`src/design/lcd_regs_consts.vh`:
```
`ifndef LCD_REGS_CONSTS_VH
`define LCD_REGS_CONSTS_VH
// register numbers held in the index register
`define REG_CTRL_ONE 5'h00
`define REG_CTRL_TWO 5'h01
`define REG_COLUMN 5'h02
`define REG_ROW 5'h03
`define REG_RAM_DATA 5'h04
`define REG_LAST 5'h10
// reset value of every register
`define REG_RESET 8'h00
// control one field positions
`define C1_RMW 7
`define C1_DISPLAY_ON 6
`define C1_STANDBY_MODE 5
`define C1_PWR 4
`define C1_AMP 3
`define C1_REV 2
`define C1_HALT 1
`define C1_SEGDIR 0
// control two field positions
`define C2_BIAS_HI 7
`define C2_BIAS_LO 6
`define C2_WLS 5
`define C2_GRAY 4
`define C2_DUTY_HI 3
`define C2_DUTY_LO 2
`define C2_INC 1
`define C2_BLK 0
// address limits
`define COL_MAX_8BIT 6'h27
`define COL_MAX_6BIT 6'h35
`define ROW_MAX 7'h40
// blink toggles on the frame after the count reaches this, once per 64 frames
`define BLINK_FRAMES 6'h3f
`endif

```
`src/design/lcd_driver_control_registers.v`:
```
`timescale 1ns/100ps
`default_nettype none
`include "lcd_regs_consts.vh"
module lcd_driver_control_registers (
    // clock and reset
    input wire clk,
    input wire rst_b,
    // host bus pins, 80-style
    input wire cs_n,
    input wire reg_select,
    input wire wr_n,
    input wire rd_n,
    input wire [7:0] data_in,
    output reg [7:0] data_out,
    output wire data_oe,
    // display ram port
    output reg ram_wr,
    output reg ram_rd,
    output reg [7:0] ram_wdata,
    input wire [7:0] ram_rdata,
    output reg [5:0] column_addr_q,
    output reg [6:0] row_addr_q,
    // display timing from the scan logic
    input wire frame_tick,
    // control outputs
    output reg ext_supply_ctrl_out,
    output reg amp_enable,
    output reg osc_enable,
    output reg run_enable,
    output reg drivers_active,
    output reg drivers_alternate,
    output reg invert_display,
    output reg seg_reverse,
    output reg [1:0] bias_sel,
    output reg word_6bit,
    output reg grey_fixed,
    output reg [1:0] duty_sel,
    output reg partial_mode,
    output reg inc_column,
    output reg blink_active
);
    // -------------------------------------------
    // registers
    // -------------------------------------------
    reg [4:0] register_index_q;
    reg [7:0] general_control_one_q;
    reg [7:0] general_control_two_q;
    reg wr_prev_q;
    reg rd_prev_q;
    wire [3:0] bus_s;
    wire cs_s;
    wire rs_s;
    wire wr_s;
    wire rd_s;
    wire wr_go;
    wire rd_go;
    wire [5:0] col_max;
    wire blink_phase;
    // -------------------------------------------
    // pin synchronisation
    // -------------------------------------------
    // bus is async to clk; strobes pass three stages
    // access at any time outside reset
    bus_sync #(
        .W(4)
    ) u_sync (
        .clk(clk),
        .rst_b(rst_b),
        .async_in({cs_n, reg_select, wr_n, rd_n}),
        .sync_out(bus_s)
    );
    assign cs_s = bus_s[3];
    assign rs_s = bus_s[2];
    assign wr_s = bus_s[1];
    assign rd_s = bus_s[0];
    // data must stay stable past the synchronised strobe, sampled at its rising edge
    // no strobe edges under reset
    assign wr_go = rst_b && !cs_s && wr_s && !wr_prev_q;
    assign rd_go = rst_b && !cs_s && rd_s && !rd_prev_q;
    assign data_oe = rst_b && !cs_n && !rd_n && reg_select;
    assign col_max = general_control_two_q[`C2_WLS] ?
        `COL_MAX_6BIT : `COL_MAX_8BIT;
    // -------------------------------------------
    // register writes and ram access
    // -------------------------------------------
    always @(posedge clk) begin
        if (!rst_b) begin
            wr_prev_q <= 1'b1;
            rd_prev_q <= 1'b1;
            register_index_q <= 5'h00;
            general_control_one_q <= `REG_RESET;
            general_control_two_q <= `REG_RESET;
            column_addr_q <= 6'h00;
            row_addr_q <= 7'h00;
            data_out <= `REG_RESET;
            ram_wr <= 1'b0;
            ram_rd <= 1'b0;
            ram_wdata <= `REG_RESET;
        end else begin
            wr_prev_q <= wr_s;
            rd_prev_q <= rd_s;
            ram_wr <= 1'b0;
            ram_rd <= 1'b0;
            if (wr_go && !rs_s) begin
                register_index_q <= data_in[4:0];
            end else if (wr_go && rs_s) begin
                if (register_index_q == `REG_CTRL_ONE) begin
                    general_control_one_q <= data_in;
                end else if (register_index_q == `REG_CTRL_TWO) begin
                    general_control_two_q <= data_in;
                end else if (register_index_q == `REG_COLUMN) begin
                    // out-of-range ignored
                    // unused top bits carry no weight
                    if (data_in[5:0] <= col_max) begin
                        column_addr_q <= data_in[5:0];
                    end
                end else if (register_index_q == `REG_ROW) begin
                    if (data_in[6:0] <= `ROW_MAX) begin
                        row_addr_q <= data_in[6:0];
                    end
                end else if (register_index_q == `REG_RAM_DATA) begin
                    ram_wr <= 1'b1;
                    ram_wdata <= data_in;
                    if (general_control_two_q[`C2_INC]) begin
                        column_addr_q <= (column_addr_q >= col_max) ?
                            6'h00 : column_addr_q + 6'h01;
                    end else begin
                        row_addr_q <= (row_addr_q >= `ROW_MAX) ?
                            7'h00 : row_addr_q + 7'h01;
                    end
                end
            end
            // latch ram word, shown on next read
            if (rd_go && rs_s && register_index_q == `REG_RAM_DATA) begin
                data_out <= ram_rdata;
                ram_rd <= 1'b1;
                // no read increment in rmw mode
                if (!general_control_one_q[`C1_RMW]) begin
                    if (general_control_two_q[`C2_INC]) begin
                        column_addr_q <= (column_addr_q >= col_max) ?
                            6'h00 : column_addr_q + 6'h01;
                    end else begin
                        row_addr_q <= (row_addr_q >= `ROW_MAX) ?
                            7'h00 : row_addr_q + 7'h01;
                    end
                end
            end
        end
    end
    // -------------------------------------------
    // blink counter
    // -------------------------------------------
    // counter tied to blink bit
    blink_timer u_blink (
        .clk(clk),
        .rst_b(rst_b),
        .blink_enable(general_control_two_q[`C2_BLK]),
        .frame_tick(frame_tick),
        .blink_phase_q(blink_phase)
    );
    // -------------------------------------------
    // decoded control outputs
    // -------------------------------------------
    // registered so the analog side never sees decode glitches
    always @(posedge clk) begin
        if (!rst_b) begin
            ext_supply_ctrl_out <= 1'b0;
            amp_enable <= 1'b0;
            osc_enable <= 1'b1;
            run_enable <= 1'b1;
            drivers_active <= 1'b0;
            drivers_alternate <= 1'b0;
            invert_display <= 1'b0;
            seg_reverse <= 1'b0;
            bias_sel <= 2'b00;
            word_6bit <= 1'b0;
            grey_fixed <= 1'b0;
            duty_sel <= 2'b00;
            partial_mode <= 1'b0;
            inc_column <= 1'b0;
            blink_active <= 1'b0;
        end else begin
            ext_supply_ctrl_out <= general_control_one_q[`C1_PWR];
            amp_enable <= general_control_one_q[`C1_AMP];
            osc_enable <= !general_control_one_q[`C1_STANDBY_MODE];
            run_enable <= !general_control_one_q[`C1_HALT] &&
                !general_control_one_q[`C1_STANDBY_MODE];
            drivers_active <= general_control_one_q[`C1_DISPLAY_ON] &&
                !general_control_one_q[`C1_STANDBY_MODE];
            drivers_alternate <= general_control_one_q[`C1_DISPLAY_ON] &&
                !general_control_one_q[`C1_STANDBY_MODE];
            invert_display <= general_control_one_q[`C1_REV];
            seg_reverse <= general_control_one_q[`C1_SEGDIR];
            bias_sel <= {general_control_two_q[`C2_BIAS_HI],
                general_control_two_q[`C2_BIAS_LO]};
            word_6bit <= general_control_two_q[`C2_WLS];
            grey_fixed <= general_control_two_q[`C2_GRAY];
            duty_sel <= {general_control_two_q[`C2_DUTY_HI],
                general_control_two_q[`C2_DUTY_LO]};
            partial_mode <= general_control_two_q[`C2_DUTY_HI] &&
                general_control_two_q[`C2_DUTY_LO];
            inc_column <= general_control_two_q[`C2_INC];
            blink_active <= general_control_two_q[`C2_BLK] && blink_phase;
        end
    end
endmodule
`default_nettype wire

```
`src/design/bus_sync.v`:
```
`timescale 1ns/100ps
`default_nettype none
// three-stage synchroniser; change accepted when stages two and three agree
module bus_sync #(
    parameter W = 1
) (
    // clock and reset
    input wire clk,
    input wire rst_b,
    // async in, clean out
    input wire [W-1:0] async_in,
    output reg [W-1:0] sync_out
);
    reg [W-1:0] s1_q;
    reg [W-1:0] s2_q;
    reg [W-1:0] s3_q;
    genvar i;
    // -------------------------------
    // per-bit chain
    // -------------------------------
    generate
        for (i = 0; i < W; i = i + 1) begin : g_bit
            always @(posedge clk) begin
                if (!rst_b) begin
                    s1_q[i] <= 1'b1;
                    s2_q[i] <= 1'b1;
                    s3_q[i] <= 1'b1;
                    sync_out[i] <= 1'b1;
                end else begin
                    s1_q[i] <= async_in[i];
                    s2_q[i] <= s1_q[i];
                    s3_q[i] <= s2_q[i];
                    // only follow when the last two stages agree
                    if (s2_q[i] == s3_q[i]) begin
                        sync_out[i] <= s3_q[i];
                    end
                end
            end
        end
    endgenerate
endmodule
`default_nettype wire

```
`src/design/blink_timer.v`:
```
`timescale 1ns/100ps
`default_nettype none
`include "lcd_regs_consts.vh"
// blink phase counter driven by frame pulses
module blink_timer (
    // clock and reset
    input wire clk,
    input wire rst_b,
    // control
    input wire blink_enable,
    input wire frame_tick,
    // phase out
    output reg blink_phase_q
);
    reg [5:0] frame_cnt_q;
    // ---------------------------------------
    // counter
    // ---------------------------------------
    always @(posedge clk) begin
        if (!rst_b) begin
            frame_cnt_q <= 6'h00;
            blink_phase_q <= 1'b0;
        end else if (!blink_enable) begin
            frame_cnt_q <= 6'h00;
            blink_phase_q <= 1'b0;
        end else if (frame_tick) begin
            if (frame_cnt_q == `BLINK_FRAMES) begin
                frame_cnt_q <= 6'h00;
                blink_phase_q <= ~blink_phase_q;
            end else begin
                frame_cnt_q <= frame_cnt_q + 6'h01;
            end
        end
    end
endmodule
`default_nettype wire

```
`config.mk`:
```
export PLATFORM = sky130hd
export DESIGN_NAME = lcd_driver_control_registers
export DESIGN_NICKNAME = d
export VERILOG_FILES = /design/src/design/lcd_driver_control_registers.v /design/src/design/bus_sync.v /design/src/design/blink_timer.v
export VERILOG_INCLUDE_DIRS = /design/src /design/src/design
export SDC_FILE = /design/constraint.sdc
export NUM_CORES = 1
export LEC_CHECK = 0
export BUFFER_PORTS_ARGS = -buffer_cell sky130_fd_sc_hd__buf_4
export CAP_MARGIN = 10
export CORE_MARGIN = 10
export CORE_UTILIZATION = 49
export CTS_BUF_LIST = sky130_fd_sc_hd__clkbuf_8 sky130_fd_sc_hd__clkbuf_16
export CTS_CLUSTER_DIAMETER = 40
export DETAILED_ROUTE_END_ITERATION = 8
export PLACE_DENSITY = 0.86
export SLEW_MARGIN = 20
export SYNTH_ARGS = -nofsm -noshare
export SYNTH_HDL_FRONTEND = slang
export SYNTH_SLANG_ARGS = --single-unit
```
`constraint.sdc`:
```
create_clock -name clk -period 2.15 [get_ports clk]
set_input_delay 0 -clock clk [delete_from_list [all_inputs] [get_ports clk]]
set_output_delay 0 -clock clk [all_outputs]
set_load 0.03 [all_outputs]
```
==> results.yml, run 1 <==
run_status:
  status: "finished clean"
logic_synthesis:
  synthTopCellsByCount: "93 x dfxtp_1, 33 x mux2i_1, 30 x nor2b_1"
  ys_warn_count: 0
  synth_top_area_share: 0.490
  yosysMostFrequentCell: "dfxtp_1"
  ys_seq_area_frac: 0.490
  synth.top_cells.by_area: "dfxtp_1 49%, mux2i_1 8.7%, nor2b_1 4.9%"
  ys_ff_latch: 93
  synth_edf_count: 0
  async_reset_ff_frac: 0
  postSynthCellCount: 396
  netlist_area_um2: 3800
  synth-main-ff-cell: "dfxtp_1"
  syn_nets: 427
  synth_area_leader_cell: "dfxtp_1"
  syn_avg_cell_area_um2: 9.59
  synthDistinctLibCells: 49
worst_setup_path:
  crit_path_end_kind: "flop"
  cp_top_family: "simple AND/OR/NAND/NOR gates"
  crit_path_start_kind: "flop"
  critPathKind: "reg2reg"
  cp_cell_sequence: "or4b_4 -> or3b_4 -> or4_1 -> a31oi_1"
  slowest_stage: "or4b_4"
  cp.arrival_ns: 2.39
  path_max_fanout: 7
  worstPathRequired_ns: 2.43
  max_stage_delay_ns: 0.53
  crit_buf_inv: 0
routing:
  firstDrtPassIters: 5
  drt_first_iter_violations: 184
  vias: 3229
  drt_wl_total_um: 9770
  drc: 0
  postRouteAntennaNets: 0
  detail_route.vias_per_cell: 5.40
  routedWlPerCell_um: 16.3
clocking:
  worstSkewPairLatency_ns: 0.36
  cts-root-buf: "clkbuf_8"
  htree_levels: 3
  clockBufferDepth: 2
  cts_made_buffers: 9
  clk_pin_slew_ns: 0.09
  cts_tree: "done"
  cts_sinks: 93
finish:
  fillers: 600
  fin_util: 0.642
  fin_area_um2: 4910
  seqCellArea_um2: 1860
  nets: 522
  antenna_cells: 0
  multi_input_area_um2: 1830
  syn2layout_area_growth_pct: 29.2
  layout-drive-gt1-share: 0.236
timing:
  finalMaxSlewViolations: 0
  max_freq_ghz: 0.473
  min_period_over_period: 0.984
  rsz0062_at_grt: "yes"
  max-slew-margin-rel: 0.606
  finalHoldViolCount: 0
  finClkSkew_ns: 0.0136
  finalSetupViolations: 0
  min_period_ns: 2.12
  worst_pin_slew_ns: 0.590
floorplanning:
  start_util: 0.497
  die_h_um: 108
  io_pins: 72
  fp-row-count: 32
  die_w_um: 108
  coreArea_um2: 7650
  dieArea_um2: 11700
grt:
  grt_max_degree: 47
  antenna_found_initial: 0
  grt_usage: 0.162
  overflow: 0
  grt_first_pass_wirelength_um: 15300
  grt_pass1_vias: 3108
place:
  hpwl_um: 6380
  placed_cell_area_um2: 4460
  place_congestion: 0.931
  numPortBuffers: 71
hold_path:
  holdCritPathClass: "in2reg"
job:
  maxCapViolations: 0
power:
  leakagePower_nw: 2.08
  p_per_area_nw_per_um2: 632
  peakVddDrop_uv: 397
==> worst register-to-register path, stage by stage, from the launching register on <==
cell and delay, ns:
dfxtp_2 0.35, or4b_4 0.53, or3b_4 0.46, or4_1 0.51, a31oi_1 0.19
==> stage by stage <==
step	std cells	total power [mW]	TNS [ns]	hold WS [ns]	worst slack (ns)
5_1_grt	598	3.20	-0.0307	0.0261	-0.0261
3_5_place_dp	560	1.89	0	0.186	0.0511
2_1_floorplan	396	1.83	0	0.101	0.0570
4_1_cts	596	3.11	0	0.0239	0.0330
3_3_place_gp	560	1.88	0	0.183	0.131
6_report	598	3.10	0	0.0193	0.0342
==> cells by family after synthesis <==
| kind of cell | after synthesis | synth area share |
|---|---|---|
| compound gates | 70 | 0.117 |
| fa+ha+maj | 8 | 0.0264 |
| mux | 34 | 0.0899 |
| flops | 93 | 0.490 |
| buf+inv | 33 | 0.0362 |
| xor+xnor | 6 | 0.0138 |
| simple gates | 152 | 0.227 |
==> cell type report <==
| cell class | instances | area share |
|---|---|---|
| repair buffers | 105 | 0.170 |
| clock buffers | 9 | 0.0252 |
| flip-flops and latches | 93 | 0.380 |
| multi-input cells | 270 | 0.372 |
| well taps | 102 | 0.0260 |
| clock inverters | 7 | 0.0176 |
| inverters | 12 | 0.00918 |
==> power by group <==
part	switching [mW]	internal [mW]	leakage (nW)
sequential	0.00358	1.73	0.753
clock	0.658	0.564	0.104
combinational	0.0691	0.0763	1.22
total	0.731	2.37	2.08
==> routing by layer <==
layer / vias up / global-route usage / part of all wire
met5: - / 0 / 0
met3: 29 / 0.0422 / 0.066
met4: 0 / 0.0754 / 0.034
met2: 127 / 0.281 / 0.50
met1: 1493 / 0.182 / 0.40
li1: 1580 / - / -
==> placed cells by master (no fill, tap or decap), types with 3 or more instances in the layout <==
master / netlist / routed
and3_1: 5 / 5
a21oi_1: 16 / 15
nand2_1: 18 / 18
or4_1: 7 / 7
nor2_1: 22 / 22
o221ai_1: 3 / 3
o31ai_1: 3 / 3
inv_1: 12 / 12
xor2_1: 5 / 5
nand2b_1: 18 / 18
a21boi_0: 4 / 4
or2_2: 3 / 3
o22ai_1: 7 / 7
ha_1: 8 / 8
nor2b_1: 30 / 30
a211oi_1: 3 / 3
nor3_1: 7 / 6
nand4_1: 5 / 5
clkbuf_8: 0 / 9
nand3_1: 10 / 10
o21ai_0: 19 / 19
dlygate4sd3_1: 0 / 20
dfxtp_1: 93 / 91
and2_1: 10 / 10
a31oi_1: 4 / 4
or3_1: 5 / 4
buf_4: 1 / 84
mux2i_1: 33 / 33
==> flip-flops by register name (all words and copies together) (netlist names), 2 cells and up <==
name and count:
u_sync.sync_out 4, bias_sel 2, general_control_one_q 8, u_sync.s1_q 4, duty_sel 2, column_addr_q 6
u_blink.frame_cnt_q 6, row_addr_q 7, register_index_q 5, ram_wdata 8, data_out 8, u_sync.s3_q 4
general_control_two_q 8, u_sync.s2_q 4
==> worst paths after layout <==
| path | start | end | slack (ns) | cells after the start |
|---|---|---|---|---|
| worst max-delay path | register_index_q[3] | column_addr_q[3] | 0.03 | 4 |
| worst min-delay path | data_in[3] | register_index_q[3] | 0.02 | 3 |
| worst max register to register | register_index_q[3] | column_addr_q[3] | 0.03 | 4 |
| worst min register to register | u_sync.s1_q[0] | u_sync.s2_q[0] | 0.41 | 1 |
==> repair_timing <==
action | 4_1_cts | 5_1_grt
buffers inserted | 0 | 2
hold endpoints to repair | 30 | 0
setup endpoints to repair | 0 | 7
gates resized for setup | 0 | 6
hold buffers | 20 | 0
Power figures use the tool's default switching activity.
==> run 2: changes to the inputs <==
--- a/config.mk
+++ b/config.mk
@@ -6,13 +6,14 @@
 export SDC_FILE = /design/constraint.sdc
 export NUM_CORES = 1
 export LEC_CHECK = 0
-export BUFFER_PORTS_ARGS = -buffer_cell sky130_fd_sc_hd__buf_4
+export BUFFER_PORTS_ARGS = -buffer_cell sky130_fd_sc_hd__clkbuf_2
 export CAP_MARGIN = 10
 export CORE_MARGIN = 10
 export CORE_UTILIZATION = 49
 export CTS_BUF_LIST = sky130_fd_sc_hd__clkbuf_8 sky130_fd_sc_hd__clkbuf_16
-export CTS_CLUSTER_DIAMETER = 40
+export CTS_CLUSTER_DIAMETER = 150
 export DETAILED_ROUTE_END_ITERATION = 8
+export GPL_TIMING_DRIVEN = 0
 export PLACE_DENSITY = 0.86
 export SLEW_MARGIN = 20
 export SYNTH_ARGS = -nofsm -noshare
==> run 2 against run 1 <==
Against the previous run:
- the run now ends with setup timing left
- worst setup slack got worse by 0.068 ns
- non-clock buffer count grew 3
- global-route usage increased by 1.1 points
- power is 2.2% higher
- die area unchanged
- critical endpoint unchanged
- largest cell class is now multi-input combinational cells
- highest routed layer unchanged
==> results.yml, run 2 (synthesis gave the netlist of run 1 again) <==
worst_setup_path:
  crit_path_end_kind: "flop"
  rr_worst_depth: 5
  critPathKind: "reg2reg"
  cp_top_family: "simple AND/OR/NAND/NOR gates"
  crit_path_start_kind: "flop"
  slowest_stage: "or4b_4"
  cp.arrival_ns: 2.47
  max_stage_delay_ns: 0.55
  crit_buf_inv: 1
  path_max_fanout: 7
  cp_cell_sequence: "or4b_4 -> or3b_4 -> buf_6 -> or4_1 -> a31oi_1"
  crit_cells: 5
  worstPathRequired_ns: 2.44
timing:
  finalHoldViolCount: 0
  finalSetupViolations: 2
  finClkSkew_ns: 0.0102
  max_freq_ghz: 0.458
  max-slew-margin-rel: 0.428
  holdWs_ns: 0.0226
  min_period_ns: 2.18
  rsz0062_at_grt: "yes"
  worst_pin_slew_ns: 0.850
  setup_ws_ns: -0.0338
  finalMaxSlewViolations: 0
  tns_ns: -0.0433
  min_period_over_period: 1.02
finish:
  fin_util: 0.623
  layout_common_cells: "91 x dfxtp_1, 68 x clkbuf_2, 33 x mux2i_1"
  layout_commonest_cell: "dfxtp_1"
  nets: 525
  syn2layout_area_growth_pct: 25.5
  layout-drive-gt1-share: 0.242
  antenna_cells: 0
  fillers: 598
grt:
  grt_pass1_vias: 3286
  overflow: 0
  grt_first_pass_wirelength_um: 16300
  grt_usage: 0.173
  grt_max_degree: 17
  antenna_found_initial: 0
routing:
  detail_route.vias_per_cell: 5.53
  routedWlPerCell_um: 17.2
  firstDrtPassIters: 4
  vias: 3325
  drt_wl_total_um: 10300
  postRouteAntennaNets: 0
  drt_first_iter_violations: 195
  drc: 0
place:
  numPortBuffers: 68
  hpwl_um: 6840
  place_congestion: 0.884
floorplanning:
  start_util: 0.497
  coreArea_um2: 7650
  dieArea_um2: 11700
  io_pins: 72
  die_h_um: 108
  fp-row-count: 32
  die_w_um: 108
clocking:
  cts-root-buf: "clkbuf_8"
  clk_pin_slew_ns: 0.09
  cts_sinks: 93
  worstSkewPairLatency_ns: 0.37
  clockBufferDepth: 2
  cts_tree: "done"
  htree_levels: 3
  cts_made_buffers: 9
power:
  combinationalPowerShare: 0.042
  p_sw_frac: 0.228
  power.clock.fraction: 0.412
  p_sw_uw: 722
  p_seq_frac: 0.547
  peakVddDrop_uv: 499
  leakagePower_nw: 2.01
  p_per_area_nw_per_um2: 665
  power_report.internal_total_mw: 2.45
run_status:
  violations: "setup timing"
  status: "finished, violations left"
hold_path:
  holdPathStages: 3
  holdCritPathClass: "in2reg"
job:
  maxCapViolations: 0
-- run 2: stage by stage --
step	instance area (um2)	power [mW]	cells	setup slack [ns]
finish	4770	3.17	601	-0.0338
global placement	4270	1.88	566	-0.168
detailed placement	4270	1.88	566	-0.236
global route	4770	3.27	601	-0.157
CTS	4650	3.17	595	-0.0215
floorplan	3800	1.83	396	0.0570
-- run 2: power groups by stage --
stage / registers, mW / clock network, mW / logic (mW)
finish: 1.73 / 1.31 / 0.132
global route: 1.73 / 1.39 / 0.142
CTS: 1.73 / 1.31 / 0.130
detailed placement: 1.77 / 0 / 0.108
global placement: 1.77 / 0 / 0.105
floorplan: 1.77 / 0 / 0.0545
-- run 2: routing by layer --
metal,share of wire,global-route usage
met5,0,0
met4,0.026,0.0878
met3,0.071,0.0541
met2,0.51,0.297
met1,0.39,0.189
-- run 2: path summary, 6_finish.rpt --
kind,from,endpoint,slack [ns]
max,register_index_q[1],column_addr_q[3],-0.03
min,data_in[1],register_index_q[1],0.02
max reg2reg,register_index_q[1],column_addr_q[3],-0.03
min reg2reg,u_sync.s1_q[2],u_sync.s2_q[2],0.41
-- run 2: worst register-to-register path, delay by kind of cell, from the launching register on --
| kind | cells | cell delay [ns] |
|---|---|---|
| buffers and inverters | 1 | 0.14 |
| flip-flops | 1 | 0.36 |
| AND/OR/NAND/NOR | 3 | 1.46 |
| AO/OA/AOI/OAI | 1 | 0.15 |
-- run 2: timing repair --
| item | 4_1_cts | 5_1_grt |
|---|---|---|
| setup buffers | 0 | 6 |
| pin swaps | 2 | 5 |
| endpoints found under the setup margin | 20 | 28 |
| hold endpoints to repair | 17 | 0 |
| gates resized for setup | 8 | 25 |
| hold buffers | 14 | 0 |
| cloned | 0 | 1 |
-- run 2: layout make-up --
type	count	area, um2	area share
inverters	12	45.0	0.00945
clock inverters	7	96.3	0.0202
plain buffers	19	95.1	0.0199
well taps	102	128	0.0268
clock buffers	9	124	0.0260
flip-flops and latches	93	1870	0.392
repair buffers	89	534	0.112
multi-input cells	270	1880	0.394
==> run 3: changes to the inputs <==
--- a/config.mk
+++ b/config.mk
@@ -11,9 +11,10 @@
 export CORE_MARGIN = 10
 export CORE_UTILIZATION = 49
 export CTS_BUF_LIST = sky130_fd_sc_hd__clkbuf_8 sky130_fd_sc_hd__clkbuf_16
-export CTS_CLUSTER_DIAMETER = 150
+export CTS_CLUSTER_DIAMETER = 80
 export DETAILED_ROUTE_END_ITERATION = 8
 export GPL_TIMING_DRIVEN = 0
+export HOLD_SLACK_MARGIN = 0.05
 export PLACE_DENSITY = 0.86
 export SLEW_MARGIN = 20
 export SYNTH_ARGS = -nofsm -noshare
==> run 3 against run 2 <==
Against the previous run:
- the run now ends clean
- worst setup slack improved by 0.036 ns
- global-route usage rose by 0.14 points
- die area did not move
- routed wire length rose by 0.42%
- via count rose by 0.36%
- first-iteration DRC count fell by 3.1%
- sequential cell count did not move
- final cell count rose by 0.67%
- critical endpoint is now column_addr_q[5]
- highest routed layer unchanged
==> results.yml, run 3 (synthesis gave the netlist of run 1 again) <==
clocking:
  cts_tree: "done"
  htree_levels: 3
  cts-root-buf: "clkbuf_8"
  cts_sinks: 93
  clockBufferDepth: 2
  worstSkewPairLatency_ns: 0.37
  cts_made_buffers: 9
  clk_pin_slew_ns: 0.09
finish:
  layout-drive-gt1-share: 0.247
  antenna_cells: 0
  fin_area_um2: 4820
  nets: 529
  layout_commonest_cell: "dfxtp_1"
  syn2layout_area_growth_pct: 26.8
  fillers: 590
  layout_common_cells: "88 x dfxtp_1, 68 x clkbuf_2, 33 x mux2i_1"
routing:
  drt_wl_total_um: 10400
  detail_route.vias_per_cell: 5.52
  firstDrtPassIters: 5
  postRouteAntennaNets: 0
  vias: 3337
  drc: 0
  drt_first_iter_violations: 189
  routedWlPerCell_um: 17.2
place:
  placed_cell_area_um2: 4270
  place_congestion: 0.884
  numPortBuffers: 68
  hpwl_um: 6840
timing:
  tns_ns: 0
  max-slew-margin-rel: 0.555
  finalSetupViolations: 0
  min_period_ns: 2.15
  holdWs_ns: 0.0945
  max_freq_ghz: 0.466
  min_period_over_period: 0.999
  finClkSkew_ns: 0.0115
  rsz0062_at_grt: "yes"
  worst_pin_slew_ns: 0.667
  finalMaxSlewViolations: 0
  finalHoldViolCount: 0
floorplanning:
  coreArea_um2: 7650
  io_pins: 72
  die_w_um: 108
  fp-row-count: 32
  start_util: 0.497
  dieArea_um2: 11700
  die_h_um: 108
worst_setup_path:
  critPathKind: "reg2reg"
  path_max_fanout: 8
  cp.arrival_ns: 2.44
  worstPathRequired_ns: 2.44
  rr_worst_depth: 5
  crit_path_end_kind: "flop"
  crit_path_start_kind: "flop"
power:
  power_mw: 3.18
  leakagePower_nw: 2.03
  peakVddDrop_uv: 495
  p_per_area_nw_per_um2: 660
grt:
  grt_pass1_vias: 3329
  grt_first_pass_wirelength_um: 16400
  antenna_found_initial: 0
  overflow: 0
  grt_usage: 0.174
  grt_max_degree: 17
run_status:
  status: "finished clean"
hold_path:
  holdPathStages: 3
  holdCritPathClass: "in2reg"
job:
  maxCapViolations: 0
[run 3: final timing paths]
check                       from               end  slack [ns]
max          register_index_q[4]  column_addr_q[5]       0.002
min                   data_in[5]     row_addr_q[5]        0.09
max reg2reg  register_index_q[4]  column_addr_q[5]       0.002
min reg2reg       u_sync.s1_q[2]    u_sync.s2_q[2]        0.41
[run 3: final cells by class]
cell class	count	area, um2	area share
inverters	12	45.0	0.00935
well taps	102	128	0.0265
clock inverters	7	96.3	0.0200
plain buffers	19	95.1	0.0197
multi-input cells	270	1880	0.390
clock buffers	9	124	0.0257
flip-flops and latches	93	1870	0.388
repair buffers	93	578	0.120
[run 3: power breakdown]
group / switching, mW / internal (mW)
registers: 0.00393 / 1.73
logic: 0.0775 / 0.0647
clock network: 0.643 / 0.661
total: 0.724 / 2.45
[run 3: critical path, cell delays in order, from the launching register on]
cell     delay, ns
dfxtp_2       0.34
or4b_4        0.55
or3b_4        0.42
buf_6         0.14
or4_1         0.45
a31oi_1       0.16
[run 3: what timing repair did]
action                                  in CTS  in global routing
pin swaps                                    2                  6
hold buffers                                20                  0
hold endpoints to repair                    23                  0
gates resized for setup                      8                 26
buffers inserted                             0                  5
endpoints found under the setup margin      20                 28
[run 3: through the flow]
| step | setup WS [ns] | std cells | util |
|---|---|---|---|
| finish | 0.00187 | 605 | 0.630 |
| global route | -0.0580 | 605 | 0.630 |
| CTS | -0.0215 | 601 | 0.616 |
| detailed placement | -0.236 | 566 | 0.558 |
| global placement | -0.168 | 566 | 0.558 |
| floorplan | 0.0570 | 396 | - |
[run 3: routing by layer]
metal  track usage  vias up  share of wire
met5             0        -              0
met2         0.299      119           0.51
met3        0.0518       31          0.063
li1              -     1593              -
met1         0.193     1594           0.40
met4        0.0868        0          0.028
